[config.mk]
export PLATFORM = sky130hd
export DESIGN_NAME = arc_reset_fault_ctrl
export DESIGN_NICKNAME = d
export VERILOG_FILES = /design/src/verilog/arc_pkg.sv /design/src/verilog/arc_sync_edge.sv /design/src/verilog/arc_osc.sv /design/src/verilog/arc_reset_fault_ctrl.sv
export VERILOG_INCLUDE_DIRS = /design/src /design/src/verilog
export SDC_FILE = /design/constraint.sdc
export NUM_CORES = 1
export LEC_CHECK = 0
export ABC_AREA = 0
export BUFFER_PORTS_ARGS = -buffer_cell sky130_fd_sc_hd__buf_2
export CAP_MARGIN = 20
export CORE_AREA = 2 2 88 73
export DETAILED_ROUTE_END_ITERATION = 10
export DIE_AREA = 0 0 90 75
export HOLD_SLACK_MARGIN = 0.06
export PLACE_DENSITY = 0.69
export SLEW_MARGIN = 25
export SYNTH_ARGS = -nofsm -noshare
export SYNTH_HDL_FRONTEND = slang
export SYNTH_SLANG_ARGS = --single-unit
[constraint.sdc]
create_clock -name clk -period 7.1 [get_ports clk]
set_clock_uncertainty 0.1 [all_clocks]
set_input_delay 0 -clock clk [delete_from_list [all_inputs] [get_ports clk]]
set_output_delay 0 -clock clk [all_outputs]
set_load 0.01 [all_outputs]
[src/verilog/arc_regs.svh]
// constants for the amplifier reset and fault control block
`ifndef ARC_REGS_SVH
`define ARC_REGS_SVH

// clock rate
`define ARC_CLK_HZ 200000000
// fault hold before restart (other party), in ms
`define ARC_FAULT_HOLD_MS 4
// start-up settle time in us, and its cycle count
`define ARC_STARTUP_US 10
`define ARC_STARTUP_CYC ((`ARC_STARTUP_US * (`ARC_CLK_HZ / 1000000)))
// short check step time in us, and its cycle count
`define ARC_SHORT_STEP_US 5
`define ARC_SHORT_STEP_CYC ((`ARC_SHORT_STEP_US * (`ARC_CLK_HZ / 1000000)))
// ready filter length in cycles
`define ARC_READY_FILT_CYC 16
// nominal and low switching-rate dividers (half periods)
`define ARC_DIV_NOMINAL 16'h00FA
`define ARC_DIV_LOW 16'h0113
// number of half-bridges
`define ARC_NUM_HB 4
// counter width
`define ARC_CNT_W 16

`endif

[src/verilog/arc_pkg.sv]
// types for the amplifier reset and fault control block
package arc_pkg;
    // main sequencer states
    typedef enum logic [2:0] {
        ARC_HELD,
        ARC_SHORT_GND,
        ARC_SHORT_PVDD,
        ARC_STARTUP,
        ARC_RUN,
        ARC_FAULT
    } arc_state_t;

    // output configuration
    typedef enum logic [1:0] {
        ARC_MODE_BRIDGE,
        ARC_MODE_PARALLEL,
        ARC_MODE_SINGLE
    } arc_mode_t;
endpackage

[src/verilog/arc_sync_edge.sv]
// reset input synchroniser with rising-edge detect
`timescale 1ns/1ps
`default_nettype none
module arc_sync_edge
(
    input wire logic clk,
    input wire logic arst_n,
    input wire logic din,
    output logic level,
    output logic rise
);
    logic meta_ff;
    logic sync_ff;
    logic prev_ff;

    // two flops, then a third for the edge
    always_ff @(posedge clk or negedge arst_n)
    begin
        if (!arst_n)
        begin
            meta_ff <= 1'b0;
            sync_ff <= 1'b0;
            prev_ff <= 1'b0;
        end
        else
        begin
            meta_ff <= din;
            sync_ff <= meta_ff;
            prev_ff <= sync_ff;
        end
    end

    assign level = sync_ff;
    assign rise = sync_ff & ~prev_ff;
endmodule // arc_sync_edge
`default_nettype wire

[src/verilog/arc_osc.sv]
// switching oscillator, master or slaved to an external clock
`timescale 1ns/1ps
`default_nettype none
`include "arc_regs.svh"
module arc_osc
(
    input wire logic clk,
    input wire logic arst_n,
    input wire logic slaveMode,
    input wire logic lowFreqSel,
    input wire logic extClkIn,
    output logic swTick,
    output logic oscOut
);
    logic [`ARC_CNT_W-1:0] divCnt_ff;
    logic osc_ff;
    logic extPrev_ff;
    logic [`ARC_CNT_W-1:0] halfPer;

    // divider selected by the trim setting
    assign halfPer = lowFreqSel ? `ARC_DIV_LOW : `ARC_DIV_NOMINAL;

    // own oscillator, stopped in slave mode
    always_ff @(posedge clk or negedge arst_n)
    begin
        if (!arst_n)
        begin
            divCnt_ff <= '0;
            osc_ff <= 1'b0;
        end
        else if (slaveMode)
        begin
            divCnt_ff <= '0;
            osc_ff <= 1'b0;
        end
        else if (divCnt_ff >= halfPer - 16'h0001)
        begin
            divCnt_ff <= '0;
            osc_ff <= ~osc_ff;
        end
        else
        begin
            divCnt_ff <= divCnt_ff + 16'h0001;
        end
    end

    // external clock edge history
    always_ff @(posedge clk or negedge arst_n)
    begin
        if (!arst_n)
            extPrev_ff <= 1'b0;
        else
            extPrev_ff <= extClkIn;
    end

    assign oscOut = osc_ff;
    assign swTick = slaveMode ? (extClkIn & ~extPrev_ff)
                              : (!osc_ff && divCnt_ff >= halfPer - 16'h0001);
endmodule // arc_osc
`default_nettype wire

[src/verilog/arc_reset_fault_ctrl.sv]
// reset, fault signalling and start-up control for the power stage
//
// How it works
// - While reset is low every half-bridge transistor is held off (hi-Z).
// - In bridge-tied modes a weak pulldown is applied while reset is low.
// - In single-ended mode outputs stay hi-Z with no pulldown in reset.
// - While reset is low the fault output is released high.
// - After an overload shutdown only a reset rising edge restarts.
// - A reset rising edge runs the start-up sequence, then switching.
// - Ready drops on any overcurrent event; a filtered copy is given.
// - Clip output follows the near-clipping indication while running.
// - Trim tied to the regulator stops the oscillator and slaves it.
// - In master mode the trim resistor selects the switching rate.
// - A thermal shutdown stays latched with hi-Z until reset.
// - During the start-up short check the fault output is low and
//       reset low is ignored.
// - Any shutdown fault drives the open-drain fault output low.
`timescale 1ns/1ps
`default_nettype none
`include "arc_regs.svh"
module arc_reset_fault_ctrl
(
    input wire logic clk,
    input wire logic arst_n,
    input wire logic reset_n_pin,
    input wire arc_pkg::arc_mode_t outMode,
    input wire logic trimToRegulator,
    input wire logic trimLowFreq,
    input wire logic oscSyncIn,
    input wire logic overloadEvt,
    input wire logic overcurrentEvt,
    input wire logic thermalEvt,
    input wire logic undervoltage,
    input wire logic shortGndDet,
    input wire logic shortPvddDet,
    input wire logic clipDet,
    output logic [`ARC_NUM_HB-1:0] hbHighOn,
    output logic [`ARC_NUM_HB-1:0] hbLowOn,
    output logic [`ARC_NUM_HB-1:0] hbPulldown,
    output logic faultShutdownOut,
    output logic faultShutdownOe,
    output logic readyOut,
    output logic readyFiltOut,
    output logic clipOut,
    output logic oscSyncOut,
    output logic oscSyncOe,
    output logic switching,
    output logic shortCheckBusy
);
    import arc_pkg::*;

    // ----------------------------------------------------------------
    // declarations
    // ----------------------------------------------------------------
    arc_state_t state_ff;
    arc_state_t nxt_state;
    logic [`ARC_CNT_W-1:0] cnt_ff;
    logic [`ARC_CNT_W-1:0] nxt_cnt;
    logic thermalLatch_ff;
    logic overloadLatch_ff;
    logic shortDone_ff;
    logic [4:0] readyCnt_ff;
    logic rstLevel;
    logic rstRise;
    logic swTick;
    logic oscRaw;
    logic inReset;
    logic anyFault;
    logic bridgeMode;
    logic pwm_ff;

    // ----------------------------------------------------------------
    // reset input and oscillator
    // ----------------------------------------------------------------
    // reset pin through two flops before any use
    arc_sync_edge u_rst_sync
    (
        .clk(clk),
        .arst_n(arst_n),
        .din(reset_n_pin),
        .level(rstLevel),
        .rise(rstRise)
    );

    arc_osc u_osc
    (
        .clk(clk),
        .arst_n(arst_n),
        .slaveMode(trimToRegulator),
        .lowFreqSel(trimLowFreq),
        .extClkIn(oscSyncIn),
        .swTick(swTick),
        .oscOut(oscRaw)
    );

    // ----------------------------------------------------------------
    // fault decode
    // ----------------------------------------------------------------
    // short check states ignore reset low; a reset rising edge still clears the overload latch
    assign inReset = !rstLevel && state_ff != ARC_SHORT_GND
                     && state_ff != ARC_SHORT_PVDD;
    assign anyFault = thermalLatch_ff | overloadLatch_ff | undervoltage;
    assign bridgeMode = outMode != ARC_MODE_SINGLE;

    // thermal latch, cleared only by reset low; set wins
    always_ff @(posedge clk or negedge arst_n)
    begin
        if (!arst_n)
            thermalLatch_ff <= 1'b0;
        else if (thermalEvt)
            thermalLatch_ff <= 1'b1;
        else if (inReset)
            thermalLatch_ff <= 1'b0;
    end

    // overload latch, cleared only by a reset rising edge; set wins
    always_ff @(posedge clk or negedge arst_n)
    begin
        if (!arst_n)
            overloadLatch_ff <= 1'b0;
        else if (overloadEvt)
            overloadLatch_ff <= 1'b1;
        else if (rstRise)
            overloadLatch_ff <= 1'b0;
    end

    // short check done once, not rerun by a device reset
    always_ff @(posedge clk or negedge arst_n)
    begin
        if (!arst_n)
            shortDone_ff <= 1'b0;
        else if (state_ff == ARC_SHORT_PVDD && nxt_state == ARC_STARTUP)
            shortDone_ff <= 1'b1;
    end

    // ----------------------------------------------------------------
    // sequencer
    // ----------------------------------------------------------------
    // next state and counter
    always_comb
    begin
        nxt_state = state_ff;
        nxt_cnt = cnt_ff;
        unique case (state_ff)
            ARC_HELD:
            begin
                nxt_cnt = '0;
                if (rstRise && !thermalLatch_ff)
                begin
                    if (bridgeMode && !shortDone_ff)
                        nxt_state = ARC_SHORT_GND;
                    else
                        nxt_state = ARC_STARTUP;
                end
            end
            ARC_SHORT_GND:
            begin
                if (shortGndDet)
                    nxt_cnt = '0;
                else if (cnt_ff >= 16'(`ARC_SHORT_STEP_CYC - 1))
                begin
                    nxt_cnt = '0;
                    nxt_state = ARC_SHORT_PVDD;
                end
                else
                    nxt_cnt = cnt_ff + 16'h0001;
            end
            ARC_SHORT_PVDD:
            begin
                if (shortPvddDet)
                    nxt_cnt = '0;
                else if (cnt_ff >= 16'(`ARC_SHORT_STEP_CYC - 1))
                begin
                    nxt_cnt = '0;
                    nxt_state = ARC_STARTUP;
                end
                else
                    nxt_cnt = cnt_ff + 16'h0001;
            end
            ARC_STARTUP:
            begin
                if (inReset)
                    nxt_state = ARC_HELD;
                else if (anyFault)
                    nxt_state = ARC_FAULT;
                else if (cnt_ff >= 16'(`ARC_STARTUP_CYC - 1))
                    nxt_state = ARC_RUN;
                else
                    nxt_cnt = cnt_ff + 16'h0001;
            end
            ARC_RUN:
            begin
                if (inReset)
                    nxt_state = ARC_HELD;
                else if (anyFault)
                    nxt_state = ARC_FAULT;
            end
            ARC_FAULT:
            begin
                if (inReset)
                    nxt_state = ARC_HELD;
                else if (!anyFault)
                begin
                    nxt_cnt = '0;
                    nxt_state = ARC_STARTUP; // undervoltage self-recovers
                end
            end
            default:
                nxt_state = ARC_HELD;
        endcase
    end

    // state register
    always_ff @(posedge clk or negedge arst_n)
    begin
        if (!arst_n)
        begin
            state_ff <= ARC_HELD;
            cnt_ff <= '0;
        end
        else
        begin
            state_ff <= nxt_state;
            cnt_ff <= nxt_cnt;
        end
    end

    // ----------------------------------------------------------------
    // power stage drive
    // ----------------------------------------------------------------
    // pwm phase advances on each switching tick
    always_ff @(posedge clk or negedge arst_n)
    begin
        if (!arst_n)
            pwm_ff <= 1'b0;
        else if (nxt_state != ARC_RUN)
            pwm_ff <= 1'b0;
        else if (swTick)
            pwm_ff <= ~pwm_ff;
    end

    // gates off outside run; pulldown only in bridge modes while held
    always_ff @(posedge clk or negedge arst_n)
    begin
        if (!arst_n)
        begin
            hbHighOn <= '0;
            hbLowOn <= '0;
            hbPulldown <= '0;
            switching <= 1'b0;
        end
        else
        begin
            switching <= nxt_state == ARC_RUN;
            if (nxt_state == ARC_RUN)
            begin
                hbHighOn <= {`ARC_NUM_HB{swTick ? ~pwm_ff : pwm_ff}};
                hbLowOn <= {`ARC_NUM_HB{swTick ? pwm_ff : ~pwm_ff}};
            end
            else
            begin
                hbHighOn <= '0;
                hbLowOn <= '0;
            end
            hbPulldown <= {`ARC_NUM_HB{nxt_state == ARC_HELD
                                      && bridgeMode}};
        end
    end

    // ----------------------------------------------------------------
    // status outputs
    // ----------------------------------------------------------------
    // open drain: enable pulls low, released reads high
    always_ff @(posedge clk or negedge arst_n)
    begin
        if (!arst_n)
        begin
            faultShutdownOut <= 1'b0;
            faultShutdownOe <= 1'b0;
            shortCheckBusy <= 1'b0;
        end
        else
        begin
            faultShutdownOut <= 1'b0;
            shortCheckBusy <= nxt_state == ARC_SHORT_GND
                              || nxt_state == ARC_SHORT_PVDD;
            if (nxt_state == ARC_SHORT_GND || nxt_state == ARC_SHORT_PVDD)
                faultShutdownOe <= 1'b1;
            else if (nxt_state == ARC_HELD)
                faultShutdownOe <= 1'b0;
            else
                faultShutdownOe <= nxt_state == ARC_FAULT;
        end
    end

    // ready raw and filtered, clip registered
    always_ff @(posedge clk or negedge arst_n)
    begin
        if (!arst_n)
        begin
            readyOut <= 1'b0;
            readyFiltOut <= 1'b0;
            readyCnt_ff <= '0;
            clipOut <= 1'b0;
        end
        else
        begin
            readyOut <= nxt_state == ARC_RUN && !overcurrentEvt;
            if (nxt_state != ARC_RUN || overcurrentEvt)
            begin
                readyCnt_ff <= '0;
                readyFiltOut <= 1'b0;
            end
            else if (readyCnt_ff >= 5'(`ARC_READY_FILT_CYC - 1))
                readyFiltOut <= 1'b1;
            else
                readyCnt_ff <= readyCnt_ff + 5'h01;
            clipOut <= clipDet && state_ff == ARC_RUN;
        end
    end

    // sync pins driven in master mode, inputs in slave mode
    always_ff @(posedge clk or negedge arst_n)
    begin
        if (!arst_n)
        begin
            oscSyncOut <= 1'b0;
            oscSyncOe <= 1'b0;
        end
        else
        begin
            oscSyncOut <= oscRaw;
            oscSyncOe <= !trimToRegulator;
        end
    end
endmodule // arc_reset_fault_ctrl
`default_nettype wire

==> results of run 1 <==
area by class of cell:
cell class,count,area share [%]
tap,81,3.012
clock inverter,4,2.194
sequential,59,43.88
timing repair buffer,47,8.851
inverter,10,1.116
clock buffer,12,4.314
multi-input combinational,196,36.63
worst min-delay path, delay by kind of cell:
family / cells / cell delay (ns)
AOI/OAI and AO/OA: 2 / 0.18
buffers and inverters: 1 / 0.09
and+or+nand+nor: 2 / 0.21
logic make-up (layout without fill, tap and decap cells):
| kind of cell | count (synthesis) | count (layout) | share of synthesized area, % |
|---|---|---|---|
| adder cells (fa/ha/maj) | 11 | 11 | 4.865 |
| XOR/XNOR | 20 | 20 | 6.192 |
| multiplexers | 3 | 3 | 1.150 |
| AND/OR/NAND/NOR | 115 | 115 | 20.79 |
| AO/OA/AOI/OAI | 40 | 40 | 9.509 |
| buffers and inverters | 26 | 73 | 5.175 |
| other | 1 | 7 | 0.1326 |
| flip-flops | 59 | 59 | 52.19 |
power groups by stage:
stage	clock network, uW	logic (uW)	registers [uW]
4_1_cts	346	115	382
6_report	334	114	382
5_1_grt	363	126	387
3_5_place_dp	0	109	388
2_1_floorplan	0	83.9	383
3_3_place_gp	0	107	387
Yosys cell counts, drive strengths merged, types with 5 or more instances:
cell type | count | area [um2]
nand3 | 13 | 65.06
ha | 11 | 137.6
nor3 | 13 | 75.07
xor2 | 8 | 70.07
buf | 12 | 93.84
nor2 | 40 | 150.1
nand2 | 14 | 52.55
a21oi | 5 | 25.02
dfrtp | 59 | 1476
nor2b | 6 | 37.54
a31oi | 5 | 31.28
o21ai | 10 | 50.05
and3 | 9 | 56.30
inv | 10 | 37.54
xnor2 | 12 | 105.1
per-stage QoR:
stage / hold slack [ns] / power [uW] / worst slack [ns] / util, %
2_1_floorplan: -0.3956 / 466.4 / 4.770 / -
3_3_place_gp: 0.009404 / 494.5 / 4.644 / 51.94
3_5_place_dp: 0.01154 / 497.5 / 4.572 / 51.94
4_1_cts: 0.08361 / 842.6 / 4.562 / 57.76
5_1_grt: 0.1013 / 875.4 / 4.361 / 57.83
6_report: 0.09619 / 830.6 / 4.613 / 57.83
timing repair:
action,CTS,global route
gates resized for setup,0,0
setup buffers,0,0
endpoints found under the hold margin,77,0
hold buffers,12,0
sequential cells by signal, indices dropped and copies added, names as in the netlist:
signal / cells
shortCheckBusy: 1
switching: 1
u_rst_sync.prev_ff: 1
overloadLatch_ff: 1
u_rst_sync.level: 1
hbLowOn: 1
readyFiltOut: 1
hbPulldown: 1
shortDone_ff: 1
oscSyncOe: 1
u_osc.oscOut: 1
cnt_ff: 16
readyOut: 1
readyCnt_ff: 5
hbHighOn: 1
u_rst_sync.meta_ff: 1
faultShutdownOe: 1
u_osc.extPrev_ff: 1
state_ff: 3
thermalLatch_ff: 1
oscSyncOut: 1
clipOut: 1
u_osc.divCnt_ff: 16
worst paths after layout:
path,startpoint,endpoint,slack [ns],cells past startpoint
worst max-delay path,cnt_ff[14],cnt_ff[7],4.61,6
worst min-delay path,undervoltage,state_ff[0],0.1,5
worst max register to register,cnt_ff[14],cnt_ff[7],4.61,6
worst min register to register,u_rst_sync.meta_ff,u_rst_sync.level,0.28,0
max in group asynchronous,arst_n,u_osc.divCnt_ff[11],6.19,3
min in group asynchronous,arst_n,readyCnt_ff[4],0.23,3
layer usage:
| metal | vias to the layer above | global-route usage, % | wire length, um |
|---|---|---|---|
| met1 | 975 | 22.20 | 2485 |
| met3 | 5 | 6.406 | 251 |
| met2 | 41 | 26.82 | 2328 |
| li1 | 1041 | - | - |
| met5 | - | 0 | 0 |
| met4 | 0 | 5.641 | 62 |
==> flow_summary.json, run 1 <==
{
  "run_status": "finished, final reports clean",
  "dieWidth_um": 90,
  "worst-endpoint-arrival_ns": 2.59,
  "detailed_place.area_mm2": 0.003022,
  "layout.cells.most_common_list": "dfrtp_1 (59), nor2_1 (40), buf_2 (34), nand2_1 (14), nand3_1 (13)",
  "portBuffers": 34,
  "crit_path_start_kind": "flip-flop",
  "cp_cell_sequence": "or4_1 -> or2_1 -> o32a_1 -> nor4_2 -> xnor2_1 -> nor2_1",
  "die_area_mm2": 0.006750,
  "clock_tree.root_cell": "clkbuf_8",
  "num-fill-cells": 519,
  "synth_enable_flop_cells": 0,
  "clkTransAtPathRegs_ns": 0.07,
  "std_cell_rows": 25,
  "htree_levels": 3,
  "via_count": 2062,
  "post-place-cells": 381,
  "crit_path_max_fanout": 13,
  "fmaxAchievable_mhz": 402.1,
  "die-height_um": 75,
  "seq_power_share_pct": 46.0,
  "vias_cell": 5.042,
  "grt_util_all_layers_pct": 17.02,
  "area_delta_synth_final_pct": 18.93,
  "worst_path_largest_cell_delay_ns": 0.54,
  "nets": 349,
  "worst-path-buf-inv": 0,
  "drive_gt1_share_pct": 17.99,
  "synthesis.instances": 275,
  "synth_warnings": 0,
  "hold_viol": 0,
  "grt_antenna_before_repair": 0,
  "seq_area_frac_synth_pct": 52.19,
  "critical-path-slowest-cell": "or4_1",
  "pwr_density_cell_mw_per_mm2": 246.9,
  "clk_latency_ns": 0.34,
  "critical_path.top_delay_family": "simple AND/OR/NAND/NOR gates",
  "maxSlewViolCount": 0,
  "multi_input_area_mm2": 0.001232,
  "seqCellArea_mm2": 0.001476,
  "grt.overflow.total": 0,
  "clockBufferDepth": 2,
  "routed_wl_um": 5127,
  "mostFrequentLayoutCell": "dfrtp_1",
  "synthArstFlopShare_pct": 100.0,
  "number_of_primary_i_o_pins": 36,
  "tritoncts.num_buffers": 9,
  "rsz0062_at_grt": "no",
  "cp-end-kind": "flip-flop",
  "switchingPower_uw": 214.5,
  "dr.first_iter.drc_count": 150,
  "start_util_pct": 48.62,
  "worst-slew-pin-transition_ns": 0.7097,
  "power.share.combinational_pct": 13.7,
  "core_mm2": 0.005818,
  "switching_share_pct": 25.82,
  "number_of_detailed_route_iterations_in_the_first_pass": 4,
  "remaining_drc_errors": 0,
  "wire_length_of_the_first_global_routing_pass_um": 9011,
  "num_antenna_cells": 0,
  "syn_avg_cell_area_um2": 10.29,
  "static-leakage-power_uw": 0.001613,
  "final_instance_area_mm2": 0.003364,
  "totalNegativeSetupSlack_ns": 0,
  "layout_worst_path_cycle_share_pct": 35.03,
  "critical_path_class": "reg2reg",
  "dominantRegCellSynth": "dfrtp_1",
  "synth_seq_cells": 59,
  "dpl.hpwl_um": 3468,
  "place.gp.congestion": 0.8099,
  "drt-wirelength-per-cell_um": 12.54,
  "timing.slew.headroom_pct": 52.68,
  "antenna_violating_nets_post_route": 0,
  "clock_sinks": 59,
  "final.min_clock_period_ns": 2.487,
  "setup_viol_count_final": 0,
  "pin_count_of_the_biggest_net_entering_global_routing": 60,
  "yosys.cell_types.count": 49,
  "clock_share_of_power_pct": 40.2,
  "int_pwr_uw": 616.1,
  "mappedNetlistArea_mm2": 0.002829,
  "instances_no_fill": 409,
  "first_global_vias": 1981,
  "max-vdd-ir-drop_mv": 0.09133,
  "clock_tree_from_tritoncts": "done",
  "hold_class": "in2reg",
  "required_time_of_the_worst_setup_path_ns": 7.20,
  "cap_violations": 0
}
(Power assumes the default switching activity.)
==> run 2, diff against run 1 <==
PLACE_DENSITY = 0.71   (was 0.69)
clock period = 2 ns   (was 7.1 ns; I/O delays follow)
==> run 2 against run 1 <==
The flow now finishes with violations (setup timing). Power rose to 4.2 times the previous value. Sequential share of layout area fell by 8.3 points. Cell count rose by 12%. Highest routed layer unchanged. Combinational power rose to 6.0 times the previous value.
==> flow_summary.json, run 2 (synthesized netlist as in run 1, its figures left out) <==
{
  "clock_sinks": 59,
  "drive_gt1_share_pct": 38.26,
  "layout_worst_path_cycle_share_pct": 114.1,
  "cap_violations": 0,
  "hold_ws_ns": 0.1418,
  "required_time_of_the_worst_setup_path_ns": 2.13,
  "met1_length_um": 2849,
  "worst-endpoint-arrival_ns": 2.41,
  "first_global_vias": 2339,
  "met3_length_um": 255,
  "cp-end-kind": "flip-flop",
  "dr.first_iter.drc_count": 105,
  "cp_cell_sequence": "or4_4 -> buf_4 -> nor3_2 -> buf_4 -> a211oi_1 -> a211o_1 -> buf_6 -> mux2_2",
  "final_instance_area_mm2": 0.004151,
  "grt_antenna_before_repair": 0,
  "die-height_um": 75,
  "timing.hold.worst_path_depth": 5,
  "std_cell_rows": 25,
  "layout.cells.most_common_list": "dfrtp_1 (59), buf_4 (40), buf_2 (34), nor2_1 (32), dlygate4sd3_1 (13)",
  "routed.top_layer": "met4",
  "met2RoutedLength_um": 3275,
  "largestRegisters": "cnt_ff: 16 flops, u_osc.divCnt_ff: 16 flops, readyCnt_ff: 5 flops",
  "nets": 400,
  "vias_cell": 5.154,
  "clockBufferDepth": 2,
  "rsz0062_at_grt": "yes",
  "number_of_primary_i_o_pins": 36,
  "static-leakage-power_uw": 0.001984,
  "detailed_place.area_mm2": 0.003407,
  "num_antenna_cells": 0,
  "critical_path_cell_count": 8,
  "number_of_detailed_route_iterations_in_the_first_pass": 4,
  "area_delta_synth_final_pct": 46.75,
  "start_util_pct": 48.62,
  "core_mm2": 0.005818,
  "max-vdd-ir-drop_mv": 0.4265,
  "postLayoutSetupSlackWorst_ns": -0.2823,
  "final.min_clock_period_ns": 2.282,
  "hold_class": "in2reg",
  "wire_length_of_the_first_global_routing_pass_um": 10520,
  "maxSlewViolCount": 0,
  "critical_path.top_delay_family": "simple AND/OR/NAND/NOR gates",
  "finalCoreUtilization_pct": 71.35,
  "worst-path-buf-inv": 3,
  "dpl.hpwl_um": 4121,
  "dieWidth_um": 90,
  "worst_r2r_path_depth": 8,
  "hold_viol": 0,
  "remaining_drc_errors": 0,
  "pwr_density_cell_mw_per_mm2": 838.5,
  "run_status": "finished with violations",
  "grt_util_all_layers_pct": 19.91,
  "crit_path_start_kind": "flip-flop",
  "place.gp.congestion": 0.8586,
  "clock_tree_from_tritoncts": "done",
  "routed_wl_um": 6477,
  "portBuffers": 34,
  "via_count": 2371,
  "pin_count_of_the_biggest_net_entering_global_routing": 24,
  "die_area_mm2": 0.006750,
  "critical_path.most_common_cell": "buf_4",
  "antenna_violating_nets_post_route": 0,
  "clkTransAtPathRegs_ns": 0.07,
  "mostFrequentLayoutCell": "dfrtp_1",
  "setup_viol_count_final": 30,
  "crit_path_max_fanout": 4,
  "htree_levels": 3,
  "grt.overflow.total": 0,
  "drt-wirelength-per-cell_um": 14.08,
  "worst_path_largest_cell_delay_ns": 0.53,
  "fmaxAchievable_mhz": 438.1,
  "clk_latency_ns": 0.34,
  "tritoncts.num_buffers": 9,
  "clock_tree.root_cell": "clkbuf_8",
  "violations_in_the_final_reports": "setup timing",
  "critical-path-slowest-cell": "or4_4",
  "critical_path_class": "reg2reg"
}
==> run 2: changes by cell type in the layout (fill, tap and decap cells not counted), moves of 3 or more <==
cell     before  now
nor3_2        2    6
nor3_4        0    5
nor3_1       11    2
nor2_1       40   32
buf_12        0    3
buf_6         0    7
buf_4         1   40
nor2_2        0    7
nand2_1      14   11
==> run 2: worst register-to-register path, cell delays in order, from the launching register on <==
cell,delay [ns]
dfrtp_1,0.38
or4_4,0.53
buf_4,0.15
nor3_2,0.09
buf_4,0.16
a211oi_1,0.07
a211o_1,0.31
buf_6,0.14
mux2_2,0.25
==> run 2: worst paths after layout <==
| kind | startpoint | end | slack [ns] |
|---|---|---|---|
| worst max-delay path | cnt_ff[14] | shortCheckBusy | -0.28 |
| worst min-delay path | shortGndDet | state_ff[0] | 0.14 |
| worst max register to register | cnt_ff[14] | shortCheckBusy | -0.28 |
| worst min register to register | u_rst_sync.meta_ff | u_rst_sync.level | 0.25 |
| max in group asynchronous | arst_n | hbHighOn[2] | 0.19 |
| min in group asynchronous | arst_n | oscSyncOut | 0.52 |
==> run 2: cell type report <==
type                            count  area, um2
Sequential cell                    59       1476
Clock buffer                       12      155.1
Tap cell                           81      101.3
Timing Repair Buffer               98      767.0
Clock inverter                      4      120.1
Inverter                           10      37.54
Fill cell                         404       1667
Multi-Input combinational cell    196       1494
==> run 2: per-stage QoR <==
step                std cells  worst slack [ns]  setup TNS (ns)  power, uW
detailed placement        424           -0.2809          -6.527       1890
finish                    460           -0.2823          -6.121       3481
CTS                       458           -0.2873          -5.199       3454
floorplan                 281           -0.2540          -2.849       1658
global route              460           -0.3588          -8.349       3625
global placement          424           -0.2153          -4.943       1879
==> run 2: where the power goes <==
part | internal (uW) | total, uW | leakage (uW) | switching, uW
sequential | 1270 | 1310 | 0.000778 | 39.0
combinational | 336 | 687 | 0.00107 | 351
clock | 1020 | 1480 | 0.000137 | 459
==> run 2: routing by layer <==
layer  vias up  track usage [%]
met5         -                0
met4         0            8.547
met3        11            5.105
met2        58            34.09
met1      1154            24.68
li1       1148                -
==> run 2: repair_timing <==
item	4_1_cts	5_1_grt
gates cloned	1	0
hold endpoints to repair	76	0
endpoints found under the setup margin	39	42
pin swaps	9	12
gates resized for setup	22	34
setup buffers	4	3
hold buffers	13	0
